[src/hw/klmcu_regs.svh]
// Purpose: constants for the keys, logic and mode control unit
// Assumes: 16-bit words, keys bit 1 (msb, index 15) is the carry flag
// Notes: field positions use little-endian index, doc bit 1 = index 15
`ifndef KLMCU_REGS_SVH
`define KLMCU_REGS_SVH
`define KLMCU_CARRY_BIT 15
`define KLMCU_MODE_HI 12
`define KLMCU_MODE_LO 10
`define KLMCU_KEYS_RESET 16'h0000
`define KLMCU_IO_DEV_NOTEST 6'h10
`define KLMCU_CC_LT_BIT 7
`define KLMCU_CC_EQ_BIT 6
`define KLMCU_OPC_IO 4'hb
`endif

[src/hw/klmcu_pkg.sv]
// Purpose: types for the keys, logic and mode control unit
// Assumes: nothing
// Notes: operation codes are an internal encoding of this block
package klmcu_pkg;
   typedef enum logic [4:0] {
      KLMCU_NOP,
      KLMCU_EXECUTE_IO_INDIRECT,
      KLMCU_INPUT_TO_ACCUMULATOR,
      KLMCU_READ_KEYS_TO_ACC,
      KLMCU_WRITE_KEYS_FROM_ACC,
      KLMCU_SET_CARRY_FLAG,
      KLMCU_CLEAR_CARRY_FLAG,
      KLMCU_TRANSFER_ACC_TO_KEYS,
      KLMCU_TRANSFER_KEYS_TO_ACC,
      KLMCU_XOR_TO_ACCUMULATOR,
      KLMCU_COMPLEMENT_ACCUMULATOR,
      KLMCU_AND_TO_ACCUMULATOR,
      KLMCU_AND_LONG_REGISTER,
      KLMCU_INCLUSIVE_OR_ACCUMULATOR,
      KLMCU_XOR_LONG_REGISTER,
      KLMCU_LOGICIZE,
      KLMCU_LOGIC_SET_TRUE,
      KLMCU_LOGIC_SET_FALSE,
      KLMCU_PAGING_ON_JUMP,
      KLMCU_PAGING_OFF_JUMP,
      KLMCU_RESTRICTED_ON_JUMP,
      KLMCU_VIRTUAL_ON_JUMP,
      KLMCU_PAGING_ON_MICROJUMP
   } klmcu_op_e;
   // Source of a logicize test
   typedef enum logic [1:0] {
      KLMCU_SRC_CC,
      KLMCU_SRC_LONG,
      KLMCU_SRC_FLOAT
   } klmcu_src_e;
   // Relation of a logicize test
   typedef enum logic [2:0] {
      KLMCU_REL_LT,
      KLMCU_REL_LE,
      KLMCU_REL_EQ,
      KLMCU_REL_NE,
      KLMCU_REL_GE,
      KLMCU_REL_GT
   } klmcu_rel_e;
   typedef enum logic [1:0] {
      KLMCU_ST_IDLE,
      KLMCU_ST_IO_WAIT,
      KLMCU_ST_JUMP_ADDR
   } klmcu_state_e;
endpackage

[src/hw/klmcu_io_if.sv]
// Purpose: carrier between the unit and its I/O sequencer
// Assumes: one request in flight at a time
// Notes: request held until done pulses
`timescale 1ns/1ps
interface klmcu_io_if;
   logic req;
   logic [3:0] io_function_code;
   logic [5:0] io_device_number;
   logic done;
   logic skip;
   logic [15:0] data;
   modport ctrl (output req, output io_function_code,
      output io_device_number, input done, input skip, input data);
   modport seq (input req, input io_function_code,
      input io_device_number, output done, output skip, output data);
endinterface

[src/hw/klmcu_io_seq.sv]
// Purpose: runs one input-to-accumulator against the I/O bus
// Assumes: device ready and data are synchronous to clk
// Notes: done is a one-cycle pulse, outputs registered
`timescale 1ns/1ps
`include "klmcu_regs.svh"
module klmcu_io_seq
   import klmcu_pkg::*;
(
   // Clock and reset
   input wire logic clk,
   input wire logic rst_sync_n,
   // Unit side
   klmcu_io_if.seq io,
   // Device bus
   input wire logic dev_ready,
   input wire logic [15:0] dev_data
);
   logic done_q;
   logic skip_q;
   logic [15:0] data_q;
   logic notest;

   // Device '20 is answered with no ready test and no skip
   assign notest = (io.io_device_number == `KLMCU_IO_DEV_NOTEST);

   // One attempt per request; not-ready finishes without transfer
   always_ff @(posedge clk or negedge rst_sync_n)
   begin
      if (!rst_sync_n)
      begin
         done_q <= 1'b0;
         skip_q <= 1'b0;
         data_q <= 16'h0000;
      end
      else
      begin
         done_q <= io.req && !done_q;
         if (io.req && !done_q)
         begin
            skip_q <= dev_ready && !notest;
            if (dev_ready || notest)
               data_q <= dev_data;
         end
      end
   end

   assign io.done = done_q;
   assign io.skip = skip_q;
   assign io.data = data_q;

   property p_io_single;
      @(posedge clk) disable iff (!rst_sync_n)
      done_q |=> !done_q;
   endproperty
   a_io_single: assert property (p_io_single)
      else $error("io done lasted more than one cycle");
endmodule

[src/hw/klmcu_core.sv]
// Purpose: keys, logical operations, logicize and mode control jumps
// Assumes: sequencer issues one op per start pulse, holds operands
// Notes: results and modes come straight out of flip-flops
//
// Summary of operation
// - Indirect I/O runs the effective address word plus index as I/O instruction
// - Read keys copies all of the keys into the accumulator
// - Write keys loads keys from accumulator bit for bit
// - Set carry forces carry to one, other keys kept
// - Clear carry forces carry to zero, other keys kept
// - New addressing mode from transfer applies from next instruction
// - Keys to accumulator places the full keys in accumulator
// - Xor to accumulator with 16-bit memory operand
// - Complement inverts every accumulator bit
// - And to accumulator with 16-bit memory operand
// - Long and of 32-bit long register with memory operand
// - Inclusive or of accumulator with 16-bit memory operand
// - Long xor of 32-bit long register with memory operand
// - Logicize writes one if the zero test holds, else zero
// - Condition-code less is true only for less set, equal clear
// - Logic true writes one, logic false writes zero
// - Paging on jump loads PC, clears associative memory, pages
// - Paging off jump loads PC and disables paging
// - Restricted on jump loads PC, enables restricted and interrupts
// - Virtual on jump combines paging and restricted jumps
// - Paging microjump enables paging, continues at microcode address
// - Input to accumulator tests ready except device '20, skips
`timescale 1ns/1ps
`include "klmcu_regs.svh"
module klmcu_core
   import klmcu_pkg::*;
(
   // Clock and reset
   input wire logic clk,
   input wire logic rst_n,
   // Operation request
   input wire logic op_start,
   input wire klmcu_op_e op_code,
   input wire klmcu_src_e test_src,
   input wire klmcu_rel_e test_rel,
   input wire logic [15:0] index_x,
   input wire logic [15:0] op_ea,
   // Operands
   input wire logic [15:0] acc_in,
   input wire logic [31:0] long_in,
   input wire logic [31:0] mem_operand,
   input wire logic [15:0] cond_code,
   input wire logic [31:0] float_in,
   input wire logic [15:0] addr_word,
   input wire logic addr_valid,
   input wire logic instr_boundary,
   // I/O bus
   input wire logic dev_ready,
   input wire logic [15:0] dev_data,
   // Results
   output logic [15:0] acc_out,
   output logic acc_we,
   output logic [31:0] long_out,
   output logic long_we,
   output logic [15:0] keys_out,
   output logic [2:0] addr_mode,
   output logic [15:0] pc_out,
   output logic pc_we,
   output logic [15:0] ucode_addr,
   output logic ucode_we,
   output logic skip_next,
   output logic op_done,
   output logic [3:0] io_function_code,
   output logic [5:0] io_device_number,
   // Machine modes
   output logic paging_en,
   output logic restricted_en,
   output logic intr_en,
   output logic assoc_clear
);
   logic [1:0] rst_sync_q;
   logic rst_sync_n;
   klmcu_state_e state_q;
   klmcu_op_e pend_op_q;
   logic [15:0] keys_q;
   logic [2:0] mode_pend_q;
   logic mode_chg_q;
   logic [15:0] acc_q;
   logic acc_we_q;
   logic [31:0] long_q;
   logic long_we_q;
   logic [15:0] pc_q;
   logic pc_we_q;
   logic [15:0] uc_q;
   logic uc_we_q;
   logic skip_q;
   logic done_q;
   logic [2:0] mode_q;
   logic paging_q;
   logic restr_q;
   logic intr_q;
   logic assoc_q;
   logic io_req_q;
   logic [3:0] io_fn_q;
   logic [5:0] io_dev_q;
   logic [15:0] io_word;
   logic io_is_ina;
   logic test_true;

   klmcu_io_if io ();

   // Reset release through two flops; assertion stays asynchronous
   always_ff @(posedge clk or negedge rst_n)
   begin
      if (!rst_n)
         rst_sync_q <= 2'b00;
      else
         rst_sync_q <= {rst_sync_q[0], 1'b1};
   end
   assign rst_sync_n = rst_sync_q[1];

   // Zero test of a signed value, shared by the condition-code, long and float sources
   function automatic logic rel_test(input klmcu_rel_e rel,
      input logic neg, input logic zero);
      begin
         case (rel)
            KLMCU_REL_LT: rel_test = neg;
            KLMCU_REL_LE: rel_test = neg || zero;
            KLMCU_REL_EQ: rel_test = zero;
            KLMCU_REL_NE: rel_test = !zero;
            KLMCU_REL_GE: rel_test = !neg;
            default: rel_test = !neg && !zero;
         endcase
      end
   endfunction

   // Pick the test source; condition-code less excludes equal
   always_comb
   begin
      logic lt_f;
      logic eq_f;
      lt_f = cond_code[`KLMCU_CC_LT_BIT];
      eq_f = cond_code[`KLMCU_CC_EQ_BIT];
      case (test_src)
         KLMCU_SRC_CC: test_true = rel_test(test_rel,
            lt_f && !eq_f, eq_f);
         KLMCU_SRC_LONG: test_true = rel_test(test_rel,
            long_in[31], long_in == 32'h00000000);
         default: test_true = rel_test(test_rel,
            float_in[31], float_in == 32'h00000000);
      endcase
   end

   // Effective address word plus index forms the I/O instruction
   assign io_word = op_ea + index_x;
   assign io_is_ina = (io_word[15:12] == `KLMCU_OPC_IO);

   assign io.req = io_req_q;
   assign io.io_function_code = io_fn_q;
   assign io.io_device_number = io_dev_q;

   klmcu_io_seq u_io_seq (
      .clk(clk),
      .rst_sync_n(rst_sync_n),
      .io(io.seq),
      .dev_ready(dev_ready),
      .dev_data(dev_data)
   );

   // Sequencing: idle, wait for I/O, wait for jump address word
   always_ff @(posedge clk or negedge rst_sync_n)
   begin
      if (!rst_sync_n)
      begin
         state_q <= KLMCU_ST_IDLE;
         pend_op_q <= KLMCU_NOP;
         io_req_q <= 1'b0;
         io_fn_q <= 4'h0;
         io_dev_q <= 6'h00;
      end
      else
      begin
         case (state_q)
            KLMCU_ST_IDLE:
               if (op_start)
               begin
                  pend_op_q <= op_code;
                  if (op_code == KLMCU_EXECUTE_IO_INDIRECT && io_is_ina)
                  begin
                     io_fn_q <= io_word[9:6];
                     io_dev_q <= io_word[5:0];
                     io_req_q <= 1'b1;
                     state_q <= KLMCU_ST_IO_WAIT;
                  end
                  else if (op_code == KLMCU_INPUT_TO_ACCUMULATOR)
                  begin
                     io_fn_q <= op_ea[9:6];
                     io_dev_q <= op_ea[5:0];
                     io_req_q <= 1'b1;
                     state_q <= KLMCU_ST_IO_WAIT;
                  end
                  else if (op_code >= KLMCU_PAGING_ON_JUMP)
                     state_q <= KLMCU_ST_JUMP_ADDR;
               end
            KLMCU_ST_IO_WAIT:
               if (io.done)
               begin
                  io_req_q <= 1'b0;
                  state_q <= KLMCU_ST_IDLE;
               end
            default:
               if (addr_valid)
                  state_q <= KLMCU_ST_IDLE;
         endcase
      end
   end

   // Accumulator results
   always_ff @(posedge clk or negedge rst_sync_n)
   begin
      if (!rst_sync_n)
      begin
         acc_q <= 16'h0000;
         acc_we_q <= 1'b0;
      end
      else
      begin
         acc_we_q <= 1'b0;
         if (state_q == KLMCU_ST_IO_WAIT && io.done)
         begin
            acc_q <= io.data;
            acc_we_q <= io.skip || io_dev_q == `KLMCU_IO_DEV_NOTEST;
         end
         else if (state_q == KLMCU_ST_IDLE && op_start)
         begin
            acc_we_q <= 1'b1;
            case (op_code)
               KLMCU_READ_KEYS_TO_ACC: acc_q <= keys_q;
               KLMCU_TRANSFER_KEYS_TO_ACC: acc_q <= keys_q;
               KLMCU_XOR_TO_ACCUMULATOR:
                  acc_q <= acc_in ^ mem_operand[15:0];
               KLMCU_COMPLEMENT_ACCUMULATOR: acc_q <= ~acc_in;
               KLMCU_AND_TO_ACCUMULATOR:
                  acc_q <= acc_in & mem_operand[15:0];
               KLMCU_INCLUSIVE_OR_ACCUMULATOR:
                  acc_q <= acc_in | mem_operand[15:0];
               KLMCU_LOGICIZE:
                  acc_q <= {15'h0000, test_true};
               KLMCU_LOGIC_SET_TRUE: acc_q <= 16'h0001;
               KLMCU_LOGIC_SET_FALSE: acc_q <= 16'h0000;
               default: acc_we_q <= 1'b0;
            endcase
         end
      end
   end

   // Long register results
   always_ff @(posedge clk or negedge rst_sync_n)
   begin
      if (!rst_sync_n)
      begin
         long_q <= 32'h00000000;
         long_we_q <= 1'b0;
      end
      else
      begin
         long_we_q <= 1'b0;
         if (state_q == KLMCU_ST_IDLE && op_start)
         begin
            if (op_code == KLMCU_AND_LONG_REGISTER)
            begin
               long_q <= long_in & mem_operand;
               long_we_q <= 1'b1;
            end
            else if (op_code == KLMCU_XOR_LONG_REGISTER)
            begin
               long_q <= long_in ^ mem_operand;
               long_we_q <= 1'b1;
            end
         end
      end
   end

   // Keys; a mode change is held back until the instruction boundary
   always_ff @(posedge clk or negedge rst_sync_n)
   begin
      if (!rst_sync_n)
      begin
         keys_q <= `KLMCU_KEYS_RESET;
         mode_q <= 3'h0;
         mode_pend_q <= 3'h0;
         mode_chg_q <= 1'b0;
      end
      else
      begin
         if (mode_chg_q && instr_boundary)
         begin
            mode_q <= mode_pend_q;
            mode_chg_q <= 1'b0;
         end
         if (state_q == KLMCU_ST_IDLE && op_start)
         begin
            case (op_code)
               KLMCU_WRITE_KEYS_FROM_ACC, KLMCU_TRANSFER_ACC_TO_KEYS:
               begin
                  keys_q <= acc_in;
                  mode_pend_q <= acc_in[`KLMCU_MODE_HI:`KLMCU_MODE_LO];
                  mode_chg_q <= 1'b1;
               end
               KLMCU_SET_CARRY_FLAG:
                  keys_q[`KLMCU_CARRY_BIT] <= 1'b1;
               KLMCU_CLEAR_CARRY_FLAG:
                  keys_q[`KLMCU_CARRY_BIT] <= 1'b0;
               default: keys_q <= keys_q;
            endcase
         end
      end
   end

   // Jump completion once the address word arrives
   always_ff @(posedge clk or negedge rst_sync_n)
   begin
      if (!rst_sync_n)
      begin
         pc_q <= 16'h0000;
         pc_we_q <= 1'b0;
         uc_q <= 16'h0000;
         uc_we_q <= 1'b0;
         paging_q <= 1'b0;
         restr_q <= 1'b0;
         intr_q <= 1'b0;
         assoc_q <= 1'b0;
      end
      else
      begin
         pc_we_q <= 1'b0;
         uc_we_q <= 1'b0;
         assoc_q <= 1'b0;
         if (state_q == KLMCU_ST_JUMP_ADDR && addr_valid)
         begin
            case (pend_op_q)
               KLMCU_PAGING_ON_JUMP:
               begin
                  pc_q <= addr_word;
                  pc_we_q <= 1'b1;
                  assoc_q <= 1'b1;
                  paging_q <= 1'b1;
               end
               KLMCU_PAGING_OFF_JUMP:
               begin
                  pc_q <= addr_word;
                  pc_we_q <= 1'b1;
                  paging_q <= 1'b0;
               end
               KLMCU_RESTRICTED_ON_JUMP:
               begin
                  pc_q <= addr_word;
                  pc_we_q <= 1'b1;
                  restr_q <= 1'b1;
                  intr_q <= 1'b1;
               end
               KLMCU_VIRTUAL_ON_JUMP:
               begin
                  pc_q <= addr_word;
                  pc_we_q <= 1'b1;
                  assoc_q <= 1'b1;
                  paging_q <= 1'b1;
                  restr_q <= 1'b1;
                  intr_q <= 1'b1;
               end
               default:
               begin
                  uc_q <= addr_word;
                  uc_we_q <= 1'b1;
                  paging_q <= 1'b1;
               end
            endcase
         end
      end
   end

   // Completion pulse and skip indication
   always_ff @(posedge clk or negedge rst_sync_n)
   begin
      if (!rst_sync_n)
      begin
         done_q <= 1'b0;
         skip_q <= 1'b0;
      end
      else
      begin
         skip_q <= state_q == KLMCU_ST_IO_WAIT && io.done
            && io.skip;
         done_q <= (state_q == KLMCU_ST_IO_WAIT && io.done)
            || (state_q == KLMCU_ST_JUMP_ADDR && addr_valid)
            || (state_q == KLMCU_ST_IDLE && op_start
            && op_code != KLMCU_INPUT_TO_ACCUMULATOR
            && !(op_code == KLMCU_EXECUTE_IO_INDIRECT && io_is_ina)
            && op_code < KLMCU_PAGING_ON_JUMP);
      end
   end

   assign acc_out = acc_q;
   assign acc_we = acc_we_q;
   assign long_out = long_q;
   assign long_we = long_we_q;
   assign keys_out = keys_q;
   assign addr_mode = mode_q;
   assign pc_out = pc_q;
   assign pc_we = pc_we_q;
   assign ucode_addr = uc_q;
   assign ucode_we = uc_we_q;
   assign skip_next = skip_q;
   assign op_done = done_q;
   assign io_function_code = io_fn_q;
   assign io_device_number = io_dev_q;
   assign paging_en = paging_q;
   assign restricted_en = restr_q;
   assign intr_en = intr_q;
   assign assoc_clear = assoc_q;

   property p_mode_deferred;
      @(posedge clk) disable iff (!rst_sync_n)
      (state_q == KLMCU_ST_IDLE && op_start
         && op_code == KLMCU_TRANSFER_ACC_TO_KEYS)
         |=> $stable(mode_q);
   endproperty
   a_mode_deferred: assert property (p_mode_deferred)
      else $error("addressing mode changed in the same instruction");

   property p_carry_set;
      @(posedge clk) disable iff (!rst_sync_n)
      (state_q == KLMCU_ST_IDLE && op_start
         && op_code == KLMCU_SET_CARRY_FLAG)
         |=> keys_q[`KLMCU_CARRY_BIT]
         && keys_q[14:0] == $past(keys_q[14:0]);
   endproperty
   a_carry_set: assert property (p_carry_set)
      else $error("set carry wrong");

   property p_carry_clr;
      @(posedge clk) disable iff (!rst_sync_n)
      (state_q == KLMCU_ST_IDLE && op_start
         && op_code == KLMCU_CLEAR_CARRY_FLAG)
         |=> !keys_q[`KLMCU_CARRY_BIT]
         && keys_q[14:0] == $past(keys_q[14:0]);
   endproperty
   a_carry_clr: assert property (p_carry_clr)
      else $error("clear carry wrong");

   property p_xor_acc;
      @(posedge clk) disable iff (!rst_sync_n)
      (state_q == KLMCU_ST_IDLE && op_start
         && op_code == KLMCU_XOR_TO_ACCUMULATOR)
         |=> acc_we && acc_out == ($past(acc_in) ^ $past(mem_operand[15:0]));
   endproperty
   a_xor_acc: assert property (p_xor_acc)
      else $error("xor to accumulator wrong");

   property p_and_long;
      @(posedge clk) disable iff (!rst_sync_n)
      (state_q == KLMCU_ST_IDLE && op_start
         && op_code == KLMCU_AND_LONG_REGISTER)
         |=> long_we && long_out == ($past(long_in) & $past(mem_operand));
   endproperty
   a_and_long: assert property (p_and_long)
      else $error("long and wrong");

   property p_logicize_bool;
      @(posedge clk) disable iff (!rst_sync_n)
      (state_q == KLMCU_ST_IDLE && op_start && op_code == KLMCU_LOGICIZE)
         |=> acc_we && acc_out[15:1] == 15'h0000;
   endproperty
   a_logicize_bool: assert property (p_logicize_bool)
      else $error("logicize result not zero or one");

   property p_virtual_jump;
      @(posedge clk) disable iff (!rst_sync_n)
      (state_q == KLMCU_ST_JUMP_ADDR && addr_valid
         && pend_op_q == KLMCU_VIRTUAL_ON_JUMP)
         |=> pc_we && assoc_clear && paging_en && restricted_en && intr_en
         && pc_out == $past(addr_word);
   endproperty
   a_virtual_jump: assert property (p_virtual_jump)
      else $error("virtual jump effects missing");

   property p_jump_waits;
      @(posedge clk) disable iff (!rst_sync_n)
      (state_q == KLMCU_ST_JUMP_ADDR && !addr_valid)
         |=> $stable(paging_en) && !pc_we;
   endproperty
   a_jump_waits: assert property (p_jump_waits)
      else $error("mode changed before address word");
endmodule

[config.mk]
export PLATFORM = sky130hd
export DESIGN_NAME = klmcu_core
export DESIGN_NICKNAME = d
export VERILOG_FILES = /design/src/hw/klmcu_pkg.sv /design/src/hw/klmcu_io_if.sv /design/src/hw/klmcu_io_seq.sv /design/src/hw/klmcu_core.sv
export VERILOG_INCLUDE_DIRS = /design/src /design/src/hw
export SDC_FILE = /design/constraint.sdc
export NUM_CORES = 1
export LEC_CHECK = 0
export CELL_PAD_IN_SITES_DETAIL_PLACEMENT = 0
export CELL_PAD_IN_SITES_GLOBAL_PLACEMENT = 1
export CORE_AREA = 2 2 150 152
export CTS_CLUSTER_SIZE = 25
export DETAILED_ROUTE_END_ITERATION = 7
export DIE_AREA = 0 0 152 154
export DONT_BUFFER_PORTS = 1
export PLACE_DENSITY = 0.66
export SYNTH_ARGS = -nofsm -noshare
export SYNTH_HDL_FRONTEND = slang
export SYNTH_HIERARCHICAL = 1
export SYNTH_SLANG_ARGS = --single-unit
[constraint.sdc]
create_clock -name clk -period 6.1 [get_ports clk]
set_clock_uncertainty 0.15 [all_clocks]
set_input_delay 0.61 -clock clk [delete_from_list [all_inputs] [get_ports clk]]
set_output_delay 0.61 -clock clk [all_outputs]
set_load 0.01 [all_outputs]
* Yosys cells after proc, flatten, opt, wreduce, memory -nomap -nowiden
Cells that the tools add are included.
** Word-level totals
- Output and inout bits :: 119
- Bits in registers :: 150
- Input port bits :: 208
- Logic and storage cells :: 177
** Operators by class
- Mux-type cells :: 42
- Reduce and logical (&&, ||, !) cells :: 62
- Eq/ne operators :: 35
- Bitwise logic cells :: 8
- Add/sub/neg operators :: 1
- $lt $le $gt $ge :: 2
** Operator list (number)
- $pmux W16 S8 :: 1
- $logic_not A32 Y1 :: 2
- $mux W32 :: 2
- $eq A5 B4 Y1 const B :: 8
- $and A32 B32 Y32 :: 1
- $mux W16 :: 2
- $xor A32 B32 Y32 :: 1
- $eq A5 B5 Y1 const B :: 6
- $eq A5 B3 Y1 const B :: 4
- $reduce_and A2 Y1 :: 10
- $mux W1 :: 19
- $add A16 B16 Y16 :: 1
- $and A16 B16 Y16 :: 1
- $not A16 Y16 :: 1
- $or A16 B16 Y16 :: 1
- $xor A16 B16 Y16 :: 1
- $logic_and A1 B1 Y1 :: 15
- $pmux W1 S5 :: 3
- $mux W2 :: 6
- $mux W6 :: 2
- $eq A5 B2 Y1 const B :: 2
- $logic_not A1 Y1 :: 9
- $reduce_bool A9 Y1 :: 1
- $reduce_or A9 Y1 :: 1
- other kinds (29) :: 50

* Logic depth before layout (Yosys ltp)
- Word-level depth :: 9
- Depth in mapped cells :: 11
- Gate-level depth less buffers :: 10

* By module
Netlist, hierarchy kept.
** By module, submodules not included
- klmcu_core :: area an instance 7810.0 µm², sequential area each 3228.1 µm², cells each 821, instances 1
- klmcu_io_seq :: area an instance 763.2 µm², sequential area each 450.4 µm², cells each 42, instances 1

* Worst setup path after synthesis
Ideal clock, no wire load.
- Kind :: input to register
- Start :: input index_x[0]
- End :: register io_fn_q[3] (netlist: io_function_code[3])
- Data arrival time :: 2.755 ns
- Library setup time :: 0.126 ns
- Slack :: 3.069 ns
- Cell stages on the path :: 11
- Cell sequence :: ha_1 inv_1 fa_1 nor2b_1 o31a_1 o21ai_1 o21ai_0 xnor2_1 o31a_1 buf_6 a221o_1
** On the way
- Word-level cells in the longest chain between the ends :: 5
- Elaborated cells on any way between the ends :: 6
** RTL lines
- start, declared :: RTL line klmcu_core.sv:41 : input wire logic [15:0] index_x,
- $add A16 B16 Y16 * :: RTL line klmcu_core.sv:150 : assign io_word = op_ea + index_x;
- $eq A4 B4 Y1 (no source line)
- $logic_and A1 B1 Y1 :: RTL line klmcu_core.sv:183 : if (op_code == KLMCU_EXECUTE_IO_INDIRECT && io_is_ina)
- $reduce_bool A2 Y1 (no source line)
- $reduce_and A3 Y1 (no source line)
- end signal, assigned :: RTL line klmcu_core.sv:185 : io_fn_q <= io_word[9:6];
- end signal, assigned :: RTL line klmcu_core.sv:192 : io_fn_q <= op_ea[9:6];
- end, declared :: RTL line klmcu_core.sv:99 : logic [3:0] io_fn_q;
Mark *: on every way between the ends. The rest lies on a longest branch, timed or not.
A chain may end at the register's enable or synchronous reset.

* Worst setup path in the final report
- Start :: input index_x[0]
- End :: register io_dev_q[3] (netlist: io_device_number[3])
** On the way
- Word-level cells in the longest chain between the ends :: 5
- Elaborated cells on any way between the ends :: 6
** RTL lines
- $add A16 B16 Y16 * :: RTL line klmcu_core.sv:150
- $eq A4 B4 Y1 (no source line)
- $logic_and A1 B1 Y1 :: RTL line klmcu_core.sv:183
- $reduce_bool A2 Y1 (no source line)
- $reduce_and A3 Y1 (no source line)
- end signal, assigned :: RTL line klmcu_core.sv:186 : io_dev_q <= io_word[5:0];
- end signal, assigned :: RTL line klmcu_core.sv:193 : io_dev_q <= op_ea[5:0];
- end, declared :: RTL line klmcu_core.sv:100 : logic [5:0] io_dev_q;
Marks and branches as above.

==> run metrics <==
status complete, no violations; r2r setup slk 3.46 ns; post-CTS setup buffer count 0; post-CTS sizing 0; final worst slack 3.145 ns; fraction of registers with async set or reset after synthesis 100.0%; Rows 54; Place WS 2.740 ns; GRT Util Overall 20.75%; Comb pwr share 19.1%; Switching Fraction 33.74%; Worst EP arrival 3.11 ns; setup TNS 0 ns; commonest cells after routing, fill and taps aside dfrtp_1, nand2_1, ha_1; cell internal pwr 2417 uW; DRT iter0 DRCs 300; final hold vios 0; crit-path max FO 12; Netlist Area Pre-Place 8573 sq um; top post-synthesis cells by area dfrtp_1, ha_1, mux2_2; grt ovf 0; WP data required about 6.3 ns; H-tree depth 4; sw power 1231 uW; commonest non-fill, non-tap cell in the layout dfrtp_1; register area share after synthesis between 40% and 50%; Post-synth EDFFs 0; #FFs+latches synth 147; Via Count 6386; die height 154 um; final period utilization slightly below 50%; post-DP HPWL 18410 um; worst hold path class flop to async pin; r2r startpoint state_q[1]$_DFFE_PN0P_; number of global-route vias before repair 6502; CTS tree yes; 1st-pass router iterations 4; R2R cell count 6; largest net degree at the start of global routing 78; Crit. End Element flop; Buf/Inv on CP 1; area share of the largest cell type after synthesis 42.91%; Worst-Margin Slew 0.9966 ns; Clock Latency Late Sink 0.42 ns; DRC 0; # IOs between 300 and 400; synth unique cells 70; Clock Path Buffers 2; fill count 2089; global-route wire length before repair 38140 um; endpoints failing setup 0; Reg2Reg Capture Point long_out[15]$_DFFE_PN0P_; Slew Limit Fails 0; clk sinks 147; final wirelength 24510 um; Max-Cap Viols 0; cells along the critical path ha_1 -> inv_1 -> fa_1 -> nor2b_1 -> o31a_1 -> o21ai_1 -> o21ai_0 -> xnor2_1 -> o31a_1 -> a221o_2; Port Buffers 0; Clk pin slew, worst setup/hold paths about 0.07 ns; most used cell, CP o31a_1; Yosys warning count 6; max incr delay on CP 0.50 ns; Final Net Count 1129; Layout area overhead 9.997%; register share of total power between 40% and 50%; critical path launch point type primary input; CTS Buf Count 17; Mapped Nets around 1200; LEAKAGE between 0.004 and 0.005 uW; post-route ant nets 0; Core Box Area 21690 sq um; final critical-path required period 2.955 ns; effective utilization at floorplan 39.53%; RSZ-0062 raised after global routing no; top cell type by total area after synthesis dfrtp_1; WL per Instance around 22 um; CP Class primary input to flop; vias per cell 5.626; CP max-delay cell o31a_1; DIE AREA 23410 sq um; area occupied by multi-input gates ~4500 sq um; clock root cell clkbuf_16; Main synth FF type dfrtp_1; CP delay by family, top compound AO/OA/AOI/OAI gates; relative slew slack 33.56%; Hold-fix buffers, CTS 1; initial antenna violation count 1; sequential cell area 3682 sq um; share of layout cells above drive strength 1 13.70%; Die W 152 um; Final Wtd Congestion between 0.8 and 0.9; cell count after synthesis 863; power per cell area 386.8 nW/um^2; Avg Cell Area, Syn 9.934 sq um; max frequency 338.5 MHz; Clock power frac between 30% and 40%; worst vdd ir 0.1861 mV
## power by group through the flow
stage	Clock [uW]	Sequential, uW	Combinational, uW
finish	1180	1770	698
CTS	1200	1780	709
global route	1250	1830	801
global placement	0	1790	685
detailed placement	0	1800	704
floorplan	0	1690	596
## stage by stage
| step | utilization (%) | power, uW | area, sq um | hold slack [ns] | instances |
|---|---|---|---|---|---|
| 4_1_cts | 43.47 | 3696 | 9428 | 0.1326 | 1134 |
| 2_1_floorplan | - | 2290 | 8573 | 0.1644 | 863 |
| 6_report | 43.48 | 3648 | 9430 | 0.1117 | 1135 |
| 3_3_place_gp | 40.41 | 2478 | 8763 | 0.1263 | 1101 |
| 3_5_place_dp | 40.41 | 2505 | 8763 | 0.1284 | 1101 |
| 5_1_grt | 43.48 | 3879 | 9430 | 0.1344 | 1135 |
## sequential cells by signal (all words and copies together) (netlist names), 5 cells and up
| signal | cells |
|---|---|
| ucode_addr | 16 |
| acc_out | 16 |
| pend_op_q | 5 |
| u_io_seq/io.data | 16 |
| keys_out | 16 |
| io_device_number | 6 |
| long_out | 32 |
| pc_out | 16 |
## cell usage after synthesis, types with 5 or more instances
cell,instances
a31oi_1,9
dfrtp_1,147
o2111ai_1,9
nor4_1,19
nor3_1,5
ha_1,79
and2_1,10
nor2b_1,8
inv_1,47
a21oi_1,29
or2_2,5
a211oi_1,10
nor3b_1,5
a221oi_1,5
buf_2,6
o22ai_1,39
clkbuf_1,36
o211ai_1,10
a21o_1,7
nand4_1,11
xnor2_1,9
nor2_1,55
mux2_2,43
nand2_1,96
o21ai_0,68
mux2_4,10
## routing by layer
| layer | vias up | GRT usage, % | share of wire [%] |
|---|---|---|---|
| met3 | 24 | 6.708 | 8.1 |
| li1 | 3096 | - | - |
| met1 | 3007 | 27.07 | 44 |
| met5 | - | 0 | 0 |
| met2 | 259 | 33.14 | 46 |
| met4 | 0 | 6.008 | 2.1 |
## cells by family after synthesis
kind of cell	count (synthesis)	synth area share, %
other cells	1	0.04374
flops	147	42.91
buf+inv	96	4.728
xor+xnor	12	1.226
compound gates	233	17.92
mux	55	7.633
simple gates	239	13.78
fa+ha+maj	80	11.76
## how the worst max path moves through the flow
stage / startpoint / end / slack [ns] / cells after the start
after detailed placement: index_x[0] / io_device_number[3]$_DFFE_PN0P_ / 2.74 / 10
after floorplan: rst_sync_q[1]$_DFF_PN0_ / acc_out[0]$_DFFE_PN0P_ / 1.55 / 0
after global placement: index_x[0] / io_device_number[3]$_DFFE_PN0P_ / 2.74 / 10
final: index_x[0] / io_device_number[3]$_DFFE_PN0P_ / 3.15 / 10
after CTS: index_x[0] / io_device_number[3]$_DFFE_PN0P_ / 3.18 / 10
after global routing: index_x[0] / io_function_code[2]$_DFFE_PN0P_ / 3.04 / 10
## layout make-up
| type | instances | share of cell area, % |
|---|---|---|
| sequential | 147 | 39.05 |
| tap | 280 | 3.715 |
| clock buffer | 17 | 4.511 |
| antenna | 1 | 0.02654 |
| inverter | 47 | 1.871 |
| clock inverter | 15 | 2.428 |
| multi-input combinational | 620 | 47.74 |
| timing repair buffer | 8 | 0.6634 |
No activity file was read; power rests on OpenSTA's default activity.
